$ cat src/bmx_pkg.sv
// package: constants and carriers for the six-layer bus matrix
`default_nettype none
package bmx_pkg;
  localparam int NUM_MASTERS = 6;
  localparam int NUM_SLAVES  = 5;
  localparam int SW          = 3;                 // slave index width
  // master numbering
  localparam logic [2:0] M_CPU_INSTR = 3'h0;
  localparam logic [2:0] M_CPU_DATA  = 3'h1;
  localparam logic [2:0] M_PDMA      = 3'h2;
  localparam logic [2:0] M_IMAGE     = 3'h3;
  localparam logic [2:0] M_ETH       = 3'h4;
  localparam logic [2:0] M_USB       = 3'h5;
  // slave numbering
  localparam logic [2:0] S_SRAM0   = 3'h0;
  localparam logic [2:0] S_SRAM1   = 3'h1;
  localparam logic [2:0] S_ROM_USB = 3'h2;
  localparam logic [2:0] S_EXT     = 3'h3;
  localparam logic [2:0] S_PERIPH  = 3'h4;
  localparam logic [2:0] S_NONE    = 3'h7;        // unused area: abort
  // connectivity: bit m set when master m is wired to the slave
  localparam logic [5:0] CONN_FULL    = 6'h3F;
  localparam logic [5:0] CONN_LIMITED = 6'h07;
  // address map: bank = addr[31:28], inner area = addr[27:20]
  localparam logic [3:0] BANK_INTERNAL = 4'h0;
  localparam logic [3:0] BANK_EXT_LO   = 4'h1;
  localparam logic [3:0] BANK_EXT_HI   = 4'h7;
  localparam logic [3:0] BANK_PERIPH   = 4'hF;
  localparam logic [7:0] AREA_BOOT     = 8'h00;
  localparam logic [7:0] AREA_ROM      = 8'h01;
  localparam logic [7:0] AREA_SRAM0    = 8'h02;
  localparam logic [7:0] AREA_SRAM1    = 8'h03;
  localparam logic [7:0] AREA_USB      = 8'h05;
  // arbitration configuration
  localparam logic [1:0] DEF_NONE  = 2'h0;
  localparam logic [1:0] DEF_LAST  = 2'h1;
  localparam logic [1:0] DEF_FIXED = 2'h2;
  localparam logic [7:0] SLOT_LIMIT_RST = 8'h10;
  localparam logic       REMAP_RST      = 1'b0;

  typedef struct packed {
    logic        req;
    logic [31:0] addr;
    logic        last;     // last beat of the master's burst
  } bmx_mreq_s;

  typedef struct packed {
    logic       round_robin;   // 0 fixed priority, 1 round robin
    logic [1:0] def_mode;
    logic [2:0] def_master;
    logic [7:0] slot_limit;    // 0 means no break
  } bmx_arb_cfg_s;
endpackage : bmx_pkg
`default_nettype wire

$ cat src/bmx_matrix.sv
// module: six-layer bus matrix decode, connectivity check and per-slave arbitration
`default_nettype none
// What this block does
// six independent master layers transfer concurrently when targeted slaves are free
// each master has its own decoder, all using one address map
// each slave has its own arbiter with independently programmable policy
// fixed priority or round robin; none, last or fixed default master under round robin only
// undefined-length bursts accepted, broken at a programmable slot cycle limit
// boot area routes to internal-boot, external-boot or remap slave
// boot select pin sampled during reset chooses internal or external boot
// remap command puts first internal sram at the boot area
// masters: instruction, data, peripheral dma, image sensor, ethernet, usb dma
// slaves: sram0, sram1, rom plus usb regs, external port, peripherals
// every master wired to slaves 0, 1 and 3
// slaves 2 and 4 reachable only from masters 0, 1 and 2
// sixteen 256-megabyte banks: 0 internal, 1-7 external, 15 peripherals
// unused address areas abort the requesting master
// remap off: pin level 1 maps rom at zero, 0 maps external cs0
// remap on: pin ignored, first sram at address zero
// unwired master-slave access errors out and never reaches the slave
// masters hold request and address until granted and tolerate split bursts
module bmx_matrix
  import bmx_pkg::*;
#(
  parameter int NM = NUM_MASTERS,
  parameter int NS = NUM_SLAVES
) (
  input  wire logic                 clock,
  input  wire logic                 sys_rst,
  input  wire logic                 boot_select_pin,
  input  wire logic                 remap_set,
  input  wire logic                 remap_clear,
  input  wire bmx_arb_cfg_s [NS-1:0] arb_cfg,
  input  wire bmx_mreq_s   [NM-1:0] mreq,
  output logic              [NM-1:0] mgrant,
  output logic              [NM-1:0] merror,
  output logic        [NM-1:0][SW-1:0] mslave,
  output logic        [NS-1:0][SW-1:0] sowner,
  output logic              [NS-1:0] sbusy,
  output logic                      boot_external,
  output logic                      remap_active
);
  // ----------------------------------------------------------------
  // boot select sampling and remap
  // ----------------------------------------------------------------
  logic boot_sync1, boot_sync2;
  logic next_boot_external, next_remap_active;

  // two flops before use; the latched copy tracks only while reset holds
  always_comb begin
    next_boot_external = sys_rst ? ~boot_sync2 : boot_external;
    next_remap_active  = remap_active;
    if (remap_set) next_remap_active = 1'b1;
    else if (remap_clear) next_remap_active = 1'b0;
    if (sys_rst) next_remap_active = REMAP_RST;
  end

  always_ff @(posedge clock) begin
    boot_sync1    <= boot_select_pin;
    boot_sync2    <= boot_sync1;
    boot_external <= next_boot_external;
    remap_active  <= next_remap_active;
  end

  // ----------------------------------------------------------------
  // per-master decoders (one map shared by all)
  // ----------------------------------------------------------------
  function automatic logic [SW-1:0] decode(input logic [31:0] a, input logic remap, input logic ext);
    logic [3:0] bank;
    logic [7:0] area;
    logic [SW-1:0] s;
    bank = a[31:28];
    area = a[27:20];
    s    = S_NONE;
    if (bank == BANK_INTERNAL) begin
      unique case (area)
        AREA_BOOT:  s = remap ? S_SRAM0 : (ext ? S_EXT : S_ROM_USB);
        AREA_ROM:   s = S_ROM_USB;
        AREA_SRAM0: s = S_SRAM0;
        AREA_SRAM1: s = S_SRAM1;
        AREA_USB:   s = S_ROM_USB;
        default:    s = S_NONE;
      endcase
    end else if (bank >= BANK_EXT_LO && bank <= BANK_EXT_HI) begin
      s = S_EXT;
    end else if (bank == BANK_PERIPH) begin
      s = S_PERIPH;
    end
    return s;
  endfunction : decode

  // wiring table: slaves 2 and 4 see only masters 0..2
  function automatic logic [5:0] conn(input logic [SW-1:0] s);
    logic [5:0] c;
    c = 6'h00;
    unique case (s)
      S_SRAM0, S_SRAM1, S_EXT: c = CONN_FULL;
      S_ROM_USB, S_PERIPH:     c = CONN_LIMITED;
      default:                 c = 6'h00;
    endcase
    return c;
  endfunction : conn

  logic [NM-1:0][SW-1:0] dec_slave;
  logic [NM-1:0]         dec_ok;
  logic [NS-1:0][NM-1:0] slave_req;

  // decode every layer in parallel; illegal paths never raise a slave request
  always_comb begin
    logic [5:0] wired;
    wired     = 6'h00;
    slave_req = '0;
    for (int m = 0; m < NM; m++) begin
      dec_slave[m] = decode(mreq[m].addr, remap_active, boot_external);
      wired        = conn(dec_slave[m]);
      dec_ok[m]    = (dec_slave[m] != S_NONE) && wired[m];
      for (int s = 0; s < NS; s++)
        if (mreq[m].req && dec_ok[m] && dec_slave[m] == SW'(s))
          slave_req[s][m] = 1'b1;
    end
  end

  // ----------------------------------------------------------------
  // per-slave arbiters
  // ----------------------------------------------------------------
  logic [NS-1:0]         own_valid, next_own_valid;
  logic [NS-1:0][SW-1:0] owner, next_owner;
  logic [NS-1:0][SW-1:0] last_gnt, next_last_gnt;
  logic [NS-1:0][7:0]    slot_cnt, next_slot_cnt;

  // an owner keeps the slave until its burst ends or the slot runs out
  always_comb begin
    for (int s = 0; s < NS; s++) begin
      logic          keep;
      logic          found;
      logic [SW-1:0] pick;
      logic [SW-1:0] idx;
      logic [NM-1:0] cand;
      keep  = 1'b0;
      cand  = slave_req[s];
      found = 1'b0;
      pick  = '0;
      idx   = '0;
      next_own_valid[s] = own_valid[s];
      next_owner[s]     = owner[s];
      next_last_gnt[s]  = last_gnt[s];
      next_slot_cnt[s]  = slot_cnt[s];
      if (own_valid[s]) begin
        keep = slave_req[s][owner[s]] && !mreq[owner[s]].last
               && !(arb_cfg[s].slot_limit != 8'h00 && slot_cnt[s] + 8'h01 >= arb_cfg[s].slot_limit);
      end
      // a master on its last beat still shows req; keep it from winning the slave straight back
      if (own_valid[s] && mreq[owner[s]].last) cand[owner[s]] = 1'b0;
      if (keep) begin
        next_slot_cnt[s] = slot_cnt[s] + 8'h01;
      end else begin
        // choose a new owner
        for (int k = 0; k < NM; k++) begin
          if (arb_cfg[s].round_robin)
            idx = SW'((int'(last_gnt[s]) + 1 + k) % NM);
          else
            idx = SW'(k);                                       // lowest index wins
          if (!found && cand[idx]) begin
            found = 1'b1;
            pick  = idx;
          end
        end
        next_slot_cnt[s]  = 8'h00;
        next_own_valid[s] = found;
        if (found) begin
          next_owner[s]    = pick;
          next_last_gnt[s] = pick;
        end else if (arb_cfg[s].round_robin) begin
          // idle slave parks on its default master
          unique case (arb_cfg[s].def_mode)
            DEF_LAST:  next_owner[s] = last_gnt[s];
            DEF_FIXED: next_owner[s] = arb_cfg[s].def_master;
            default:   next_owner[s] = S_NONE;
          endcase
        end else begin
          next_owner[s] = S_NONE;
        end
      end
      if (sys_rst) begin
        next_own_valid[s] = 1'b0;
        next_owner[s]     = S_NONE;
        next_last_gnt[s]  = '0;
        next_slot_cnt[s]  = 8'h00;
      end
    end
  end

  always_ff @(posedge clock) begin
    own_valid <= next_own_valid;
    owner     <= next_owner;
    last_gnt  <= next_last_gnt;
    slot_cnt  <= next_slot_cnt;
  end

  // ----------------------------------------------------------------
  // answers to masters
  // ----------------------------------------------------------------
  // grant is combinational: the master holds its request until then
  always_comb begin
    for (int m = 0; m < NM; m++) begin
      mgrant[m] = 1'b0;
      merror[m] = mreq[m].req && !dec_ok[m];
      mslave[m] = dec_slave[m];
      for (int s = 0; s < NS; s++)
        if (own_valid[s] && owner[s] == SW'(m) && dec_slave[m] == SW'(s) && slave_req[s][m])
          mgrant[m] = 1'b1;
    end
    sowner = owner;
    sbusy  = own_valid;
  end

  // per layer: boot area routing, unused areas and unwired paths
  for (genvar gm = 0; gm < NM; gm++) begin : g_mchk

  end

  // per slave: an owner never runs past its slot limit
  for (genvar gs = 0; gs < NS; gs++) begin : g_schk

  end
endmodule : bmx_matrix
`default_nettype wire

$ cat config.mk
export PLATFORM = sky130hd
export DESIGN_NAME = bmx_matrix
export DESIGN_NICKNAME = d
export VERILOG_FILES = /design/src/bmx_pkg.sv /design/src/bmx_matrix.sv
export SDC_FILE = /design/constraint.sdc
export NUM_CORES = 1
export LEC_CHECK = 0
export BUFFER_PORTS_ARGS = -buffer_cell sky130_fd_sc_hd__buf_2
export CAP_MARGIN = 25
export CELL_PAD_IN_SITES_DETAIL_PLACEMENT = 1
export CELL_PAD_IN_SITES_GLOBAL_PLACEMENT = 2
export CORE_MARGIN = 4
export CORE_UTILIZATION = 35
export CTS_CLUSTER_SIZE = 20
export DETAILED_ROUTE_END_ITERATION = 8
export GPL_TIMING_DRIVEN = 0
export PLACE_DENSITY = 0.95
export SLEW_MARGIN = 0
export SYNTH_ARGS = -nofsm -noshare
export SYNTH_HDL_FRONTEND = slang
export SYNTH_SLANG_ARGS = --single-unit
$ cat constraint.sdc
create_clock -name clock -period 16 [get_ports clock]
set_clock_uncertainty 0.15 [all_clocks]
set_input_delay 0.8 -clock clock [delete_from_list [all_inputs] [get_ports clock]]
set_output_delay 0.8 -clock clock [all_outputs]
set_load 0.1 [all_outputs]
==> summary.md, run 1 <==
| Metric | Value |
|---|---|
| Synth Area in Compound Gates | 0.306 |
| Ports | 331 |
| R2R cell count | 19 |
| Fin. Hold Viols | 0 |
| CP most frequent cell | ha_1 |
| Critical Path AT | 6700 ps |
| Final non-filler cell total | 3,070 |
| Register area share after synthesis | 0.0986 |
| R2r startpoint | last_gnt[10] |
| DR vias/cell | 6.24 |
| Crit-path slowest cell | ha_1 |
| Hold path cells | 0 |
| Min Tclk post-route | 6590 ps |
| CP Capture Type | register |
| Max transition margin | 0.240 |
| Grt total ovfl | 0 |
| Root Buffer | clkbuf_16 |
| Netlist cell types | 106 |
| Number of cell rows | 78 |
| Reg-to-Reg End | last_gnt[10] |
| Fin Setup TNS | 0 ps |
| H-tree depth | 3 |
| Final Max Tran Viols | 0 |
| Psw | 0.978 mW |
| Worst vdd ir | 0.127 mV |
| Post-layout util | 0.402 |
| Bufs and invs on worst path | 5 |
| Syn. warnings | 0 |
| Largest net degree at the start of global routing | 17 |
| Most common cell after layout, fill and taps aside | buf_2 |
| Starting Density | 0.355 |
| Ys async rst share | 0 |
| DR vias | 19,200 |
| DRC | 0 |
| Per-cell routed wire length | 22.2 um |
| Post-CTS Setup Bufs | 0 |
| Yosys reg bits | 79 |
| Worst-Skew Late Latency | 360 ps |
| Part of the power in the clock network | 0.131 |
| Final Setup Violations | 0 |
| HP Start | boot_sync1 |
| Crit path kind | register to register |
| LEAKAGE | 7.68 nW |
| First-pass GRT wire length | 106 mm |
| Hold Crit Endpoint | boot_sync2 |
| Cell count after synthesis | 2,242 |
| Clk sinks | 79 |
| CP cell instances | clkbuf_1 -> inv_1 -> ha_1 -> buf_1 -> inv_1 -> ha_1 -> or2_2 -> ha_1 -> and4b_1 -> o22a_1 -> mux2i_1 -> mux4_2 -> mux2_4 -> or2_1 -> nor4b_2 -> or2_1 -> buf_6 -> nor3_1 -> a311o_1 |
| Final period util | 0.412 |
| Fill cell count | 5,883 |
| Resized cells post-CTS | 0 |
| RSZ-0062 raised after global routing | no |
| Syn nets | 2,680 |
| Fmax | 152 MHz |
| Layout area overhead | 13.2% |
| Hold_ws | 196 ps |
| GRT Util Overall | 0.260 |
| Gpl congestion | 0.970 |
| Status | finished, final reports clean |
| 1st-pass router iterations | 5 |
| CP max FO | 10 |
| Synthesized area per cell | 7.20 um2 |
| Layout cells sized above 1 | 0.138 |
| Reg2Reg Setup Slack | 9410 ps |
| Number of global-route vias before repair | 19,400 |
| Initial antenna violation count | 7 |
| Core area | 45,500 um2 |
| Post-Synth XOR/XNOR Area | 0.0477 |
| Post-DP HPWL | 56.0 mm |
| Dpl cells | 3,050 |
| CTS tree | built |
| Comb pwr share | 0.726 |
| Routed Wire Length | 68.1 mm |
| Crit start category | register |
| Deepest clock path buffer count | 2 |
| Top_reg_cell synth | dfxtp_1 |
| Max stage delay on crit path | 570 ps |
| Adder-Cell Fraction of Synth Area | 0.126 |
| Hold_buf cts | 0 |
| Nets | 2,899 |
| Post-synth EDFFs | 1 |
| Switching part of the total | 0.559 |
| Die Span Y | 223 um |
| Setup WS pre-CTS | 9490 ps |
| DRT iter0 DRCs | 1,489 |
| Sequential share of power | 0.143 |
| PD cells | 95.7 nW/um2 |
| Worst min path class | register to register |
| Clk slew on worst S/H paths | 70 ps |
| Slack of the critical path | 9410 ps |
| Worst Tran Pin Value | 1140 ps |
| Worst Path Required | 16,100 ps |
| Port buffer count | 207 |
| Int Pwr | 0.771 mW |
| Number of CTS-inserted buffers | 9 |
| Main combinational cell family by area after synthesis | simple AND/OR/NAND/NOR gates |
| Post-Syn Area | 16,100 um2 |
| Post-synthesis simple-gate area fraction | 0.310 |
| Kind of cell adding the most delay to the critical path | buffers and inverters |
| DIE AREA | 49,600 um2 |
| Most frequent cells in the layout | buf_2 (220), nor2_1 (172), ha_1 (159) |
| Max-Cap Viols | 0 |
| Die width | 223 um |
| Routed Antenna Nets | 0 |
| Multiplexer area fraction after synthesis | 0.0502 |
## layer usage
metal | vias to the layer above | share of wire | GRT usage
met5 | - | 0.00040 | 0
met4 | 4 | 0.038 | 0.0966
met3 | 150 | 0.070 | 0.0420
met2 | 661 | 0.47 | 0.449
met1 | 9375 | 0.42 | 0.326
li1 | 8964 | - | -
## final cells by class
cell class              count  area, um2  share of cell area
well taps                 600        751              0.0411
repair buffers            208       1040              0.0571
flip-flops and latches     79       1590              0.0871
inverters                 136        510              0.0279
plain buffers             116        485              0.0266
multi-input cells        1911      13600               0.742
clock buffers              10        229              0.0125
diodes                      4       10.0            0.000548
clock inverters             6       91.3             0.00500
## how the worst max path moves through the flow
stage                  startpoint           end  cells past startpoint
floorplan           boot_external     mgrant[3]                      6
global placement     last_gnt[10]  last_gnt[10]                     19
detailed placement   last_gnt[10]  last_gnt[10]                     19
CTS                  last_gnt[10]  last_gnt[10]                     19
global route         last_gnt[10]  last_gnt[10]                     19
finish               last_gnt[10]  last_gnt[10]                     19
## flip-flops by register name, indices dropped and copies added (netlist names)
| signal | flops |
|---|---|
| sowner | 15 |
| last_gnt | 15 |
| boot_sync2 | 1 |
| boot_external | 1 |
| boot_sync1 | 1 |
| sbusy | 5 |
| slot_cnt | 40 |
| remap_active | 1 |
## power groups by stage
stage	Sequential (mW)	Combinational (mW)	Clock, mW
after detailed placement	0.253	1.23	0
after floorplan	0.331	0.831	0
after global placement	0.253	1.19	0
after CTS	0.249	1.24	0.233
after global routing	0.251	1.37	0.239
final	0.250	1.27	0.230
## logic make-up (layout without fill, tap and decap cells)
group / count (synthesis) / count (layout)
muxes: 71 / 71
adders and majority gates: 164 / 164
xor gates and xnor gates: 79 / 79
and+or+nand+nor: 908 / 908
other: 0 / 4
DFF: 79 / 79
AOI/OAI and AO/OA: 689 / 689
buffers and inverters: 252 / 476
## Yosys cell counts (51+ instances only)
cell type  count  share of area
nand2b_1      51          0.020
nor2_1       172          0.040
a21oi_1      106          0.033
nand3_1       86          0.027
nor2b_1       54          0.021
o21ai_0      100          0.031
nor3_1        77          0.024
ha_1         159           0.12
nand2_1      147          0.034
dfxtp_1       78          0.097
inv_1        125          0.029
clkbuf_1      92          0.021
## through the flow
step	power, mW	cell area [um2]
2_1_floorplan	1.16	16100
5_1_grt	1.86	18300
3_3_place_gp	1.44	17900
4_1_cts	1.72	18300
6_report	1.75	18300
3_5_place_dp	1.49	17900
(Power assumes the default switching activity.)
==> run 2: changes to the inputs <==
ABC_AREA = 1   (was not set)
CORE_UTILIZATION = 28   (was 35)
PLACE_DENSITY = 0.91   (was 0.95)
clock period = 6.2 ns   (was 16 ns; I/O delays follow)
==> run 2 against run 1 <==
  * Clock-buffer cell count unchanged
  * Fmax up 37%
  * Cell area decreased by 9.4%
  * Die area up 10%
  * Largest cell class unchanged
==> summary.md, run 2 <==
| Metric | Value |
|---|---|
| Register area share after synthesis | 0.111 |
| Crit-path slowest cell | dfxtp_1 |
| H-tree depth | 3 |
| Max-Cap Viols | 0 |
| Final period util | 0.777 |
| DRC | 0 |
| Max transition margin | 0.360 |
| Fmax | 208 MHz |
| Clk slew on worst S/H paths | 80 ps |
| Worst min path class | input port to register |
| CTS tree | built |
| Routed Wire Length | 54.6 mm |
| Cell count after synthesis | 2,554 |
| Ports | 331 |
| Number of flip-flops under the largest register name | 40 |
| Syn nets | 2,993 |
| Layout cells sized above 1 | 0.121 |
| Starting Density | 0.284 |
| Metal2 WL | 25.6 mm |
| Post-Syn Area | 14,300 um2 |
| Final Setup Violations | 0 |
| Dominant cell type by area after synthesis | nand2_1 |
| Initial antenna violation count | 3 |
| Deepest clock path buffer count | 2 |
| Routed Antenna Nets | 0 |
| Status | finished, final reports clean |
| Critical Path AT | 4900 ps |
| DRT iter0 DRCs | 718 |
| 1st-pass router iterations | 7 |
| Post-DP HPWL | 46.9 mm |
| First-pass GRT wire length | 87.6 mm |
| Wl on met1 | 25.0 mm |
| Core area | 50,300 um2 |
| Gpl congestion | 0.899 |
| Grt total ovfl | 0 |
| Most flops, register | slot_cnt |
| Top_reg_cell synth | dfxtp_1 |
| DIE AREA | 54,700 um2 |
| Post-synth EDFFs | 1 |
| Setup WS pre-CTS | 1440 ps |
| Crit path kind | register to register |
| PD cells | 335 nW/um2 |
| Worst vdd ir | 0.271 mV |
| GRT Util Overall | 0.196 |
| Crit start category | register |
| Die Span Y | 234 um |
| Syn. warnings | 0 |
| Most frequent cells in the layout | nand2_1 (692), inv_1 (384), nand3_1 (309), nor2_1 (309), buf_2 (223) |
| Nets | 3,219 |
| Ys async rst share | 0 |
| RSZ-0062 raised after global routing | no |
| Number of CTS-inserted buffers | 9 |
| Fin Setup TNS | 0 ps |
| Die width | 234 um |
| LEAKAGE | 9.12 nW |
| Largest net degree at the start of global routing | 16 |
| Most common cell after layout, fill and taps aside | nand2_1 |
| CP max FO | 9 |
| Final Max Tran Viols | 0 |
| Per-cell routed wire length | 15.8 um |
| Highest routed metal layer | met4 |
| Post-CTS Setup Bufs | 0 |
| Metal3 WL | 2.70 mm |
| Worst Tran Pin Value | 959 ps |
| Yosys reg bits | 79 |
| Synthesized area per cell | 5.60 um2 |
| Area share of the largest cell type after synthesis | 0.182 |
| DR vias/cell | 5.00 |
| PnR Total Power | 5.54 mW |
| Fin. Hold Viols | 0 |
| Clk sinks | 79 |
| CP most frequent cell | nand2_1 |
| Slack of the critical path | 1380 ps |
| Min Tclk post-route | 4820 ps |
| DR vias | 17,300 |
| Most common cell in the synthesized netlist | nand2_1 |
| Max stage delay on crit path | 560 ps |
| Layout area overhead | 15.7% |
| Number of cell rows | 82 |
| Netlist cell types | 65 |
| Root Buffer | clkbuf_16 |
| Top post-synthesis cells by area | nand2_1 (18%), ha_1 (14%), dfxtp_1 (11%), nand3_1 (11%), inv_1 (10%) |
| Worst-Skew Late Latency | 380 ps |
| Number of global-route vias before repair | 17,600 |
| Top cells by instance count after synthesis | nand2_1 (692), inv_1 (384), nand3_1 (309), nor2_1 (309), ha_1 (160) |
| Worst Path Required | 6290 ps |
| CP Capture Type | register |
| Port buffer count | 210 |
[run 2: changes by cell type in the layout (fill, tap and decap cells not counted), moves of 46 or more]
cell and delta:
xnor2_1 -46, clkbuf_1 -78, nor2b_1 -54, nand2b_1 -51, inv_1 +259, mux2i_1 -46, nor2_1 +137, nand3_1 +223
nand2_1 +545
[run 2: worst max-delay path, delay by kind of cell (launching register included)]
family / cells / cell delay, ps
AND/OR/NAND/NOR: 15 / 1950
AO/OA/AOI/OAI: 3 / 520
adder cells (fa/ha/maj): 3 / 940
buffers and inverters: 4 / 530
flip-flops: 1 / 560
[run 2: what timing repair did]
item / in CTS / in global routing
hold buffers: 3 / 0
hold endpoints to repair: 3 / 0
gates resized for setup: 0 / 0
[run 2: power breakdown]
group	switching, mW	internal, mW
clock	0.280	0.330
combinational	2.99	1.18
sequential	0.147	0.604
[run 2: per-stage QoR]
step | utilization | area (um2) | hold slack, ps | instances
after floorplan | - | 14300 | 160 | 2554
after global placement | 0.322 | 16200 | 166 | 3436
after detailed placement | 0.322 | 16200 | 163 | 3437
after CTS | 0.329 | 16500 | 44.2 | 3456
after global routing | 0.329 | 16500 | 89.3 | 3458
final | 0.329 | 16500 | 65.0 | 3458
[run 2: final timing paths]
path | startpoint | end | slack (ps) | depth (start not counted)
worst min-delay path | remap_clear | remap_active | 70 | 4
worst max-delay path | last_gnt[7] | last_gnt[6] | 1380 | 25
worst max register to register | last_gnt[7] | last_gnt[6] | 1380 | 25
worst min register to register | boot_sync1 | boot_sync2 | 180 | 0
[run 2: cell families (layout without fill, tap and decap cells)]
group	count (synthesis)	count (layout)	synth area share
AO/OA/AOI/OAI	279	279	0.116
XOR/XNOR	48	48	0.0344
adder cells (fa/ha/maj)	160	160	0.140
buffers and inverters	447	678	0.121
flip-flops	79	79	0.111
multiplexers	2	2	0.00140
other	0	1	0
AND/OR/NAND/NOR	1539	1539	0.475
[run 2: final cells by class]
cell class	count	area, um2
timing repair buffer	215	1090
sequential	79	1590
buffer	39	204
clock buffer	10	239
clock inverter	6	75.1
antenna	1	2.50
multi-input combinational	2028	11000
fill	6900	33700
tap	672	841
inverter	408	1530
[run 2: layer usage]
metal | track usage | vias up
met5 | 0 | -
met4 | 0.0557 | 0
met3 | 0.0247 | 57
met2 | 0.346 | 311
met1 | 0.249 | 8164
li1 | - | 8761
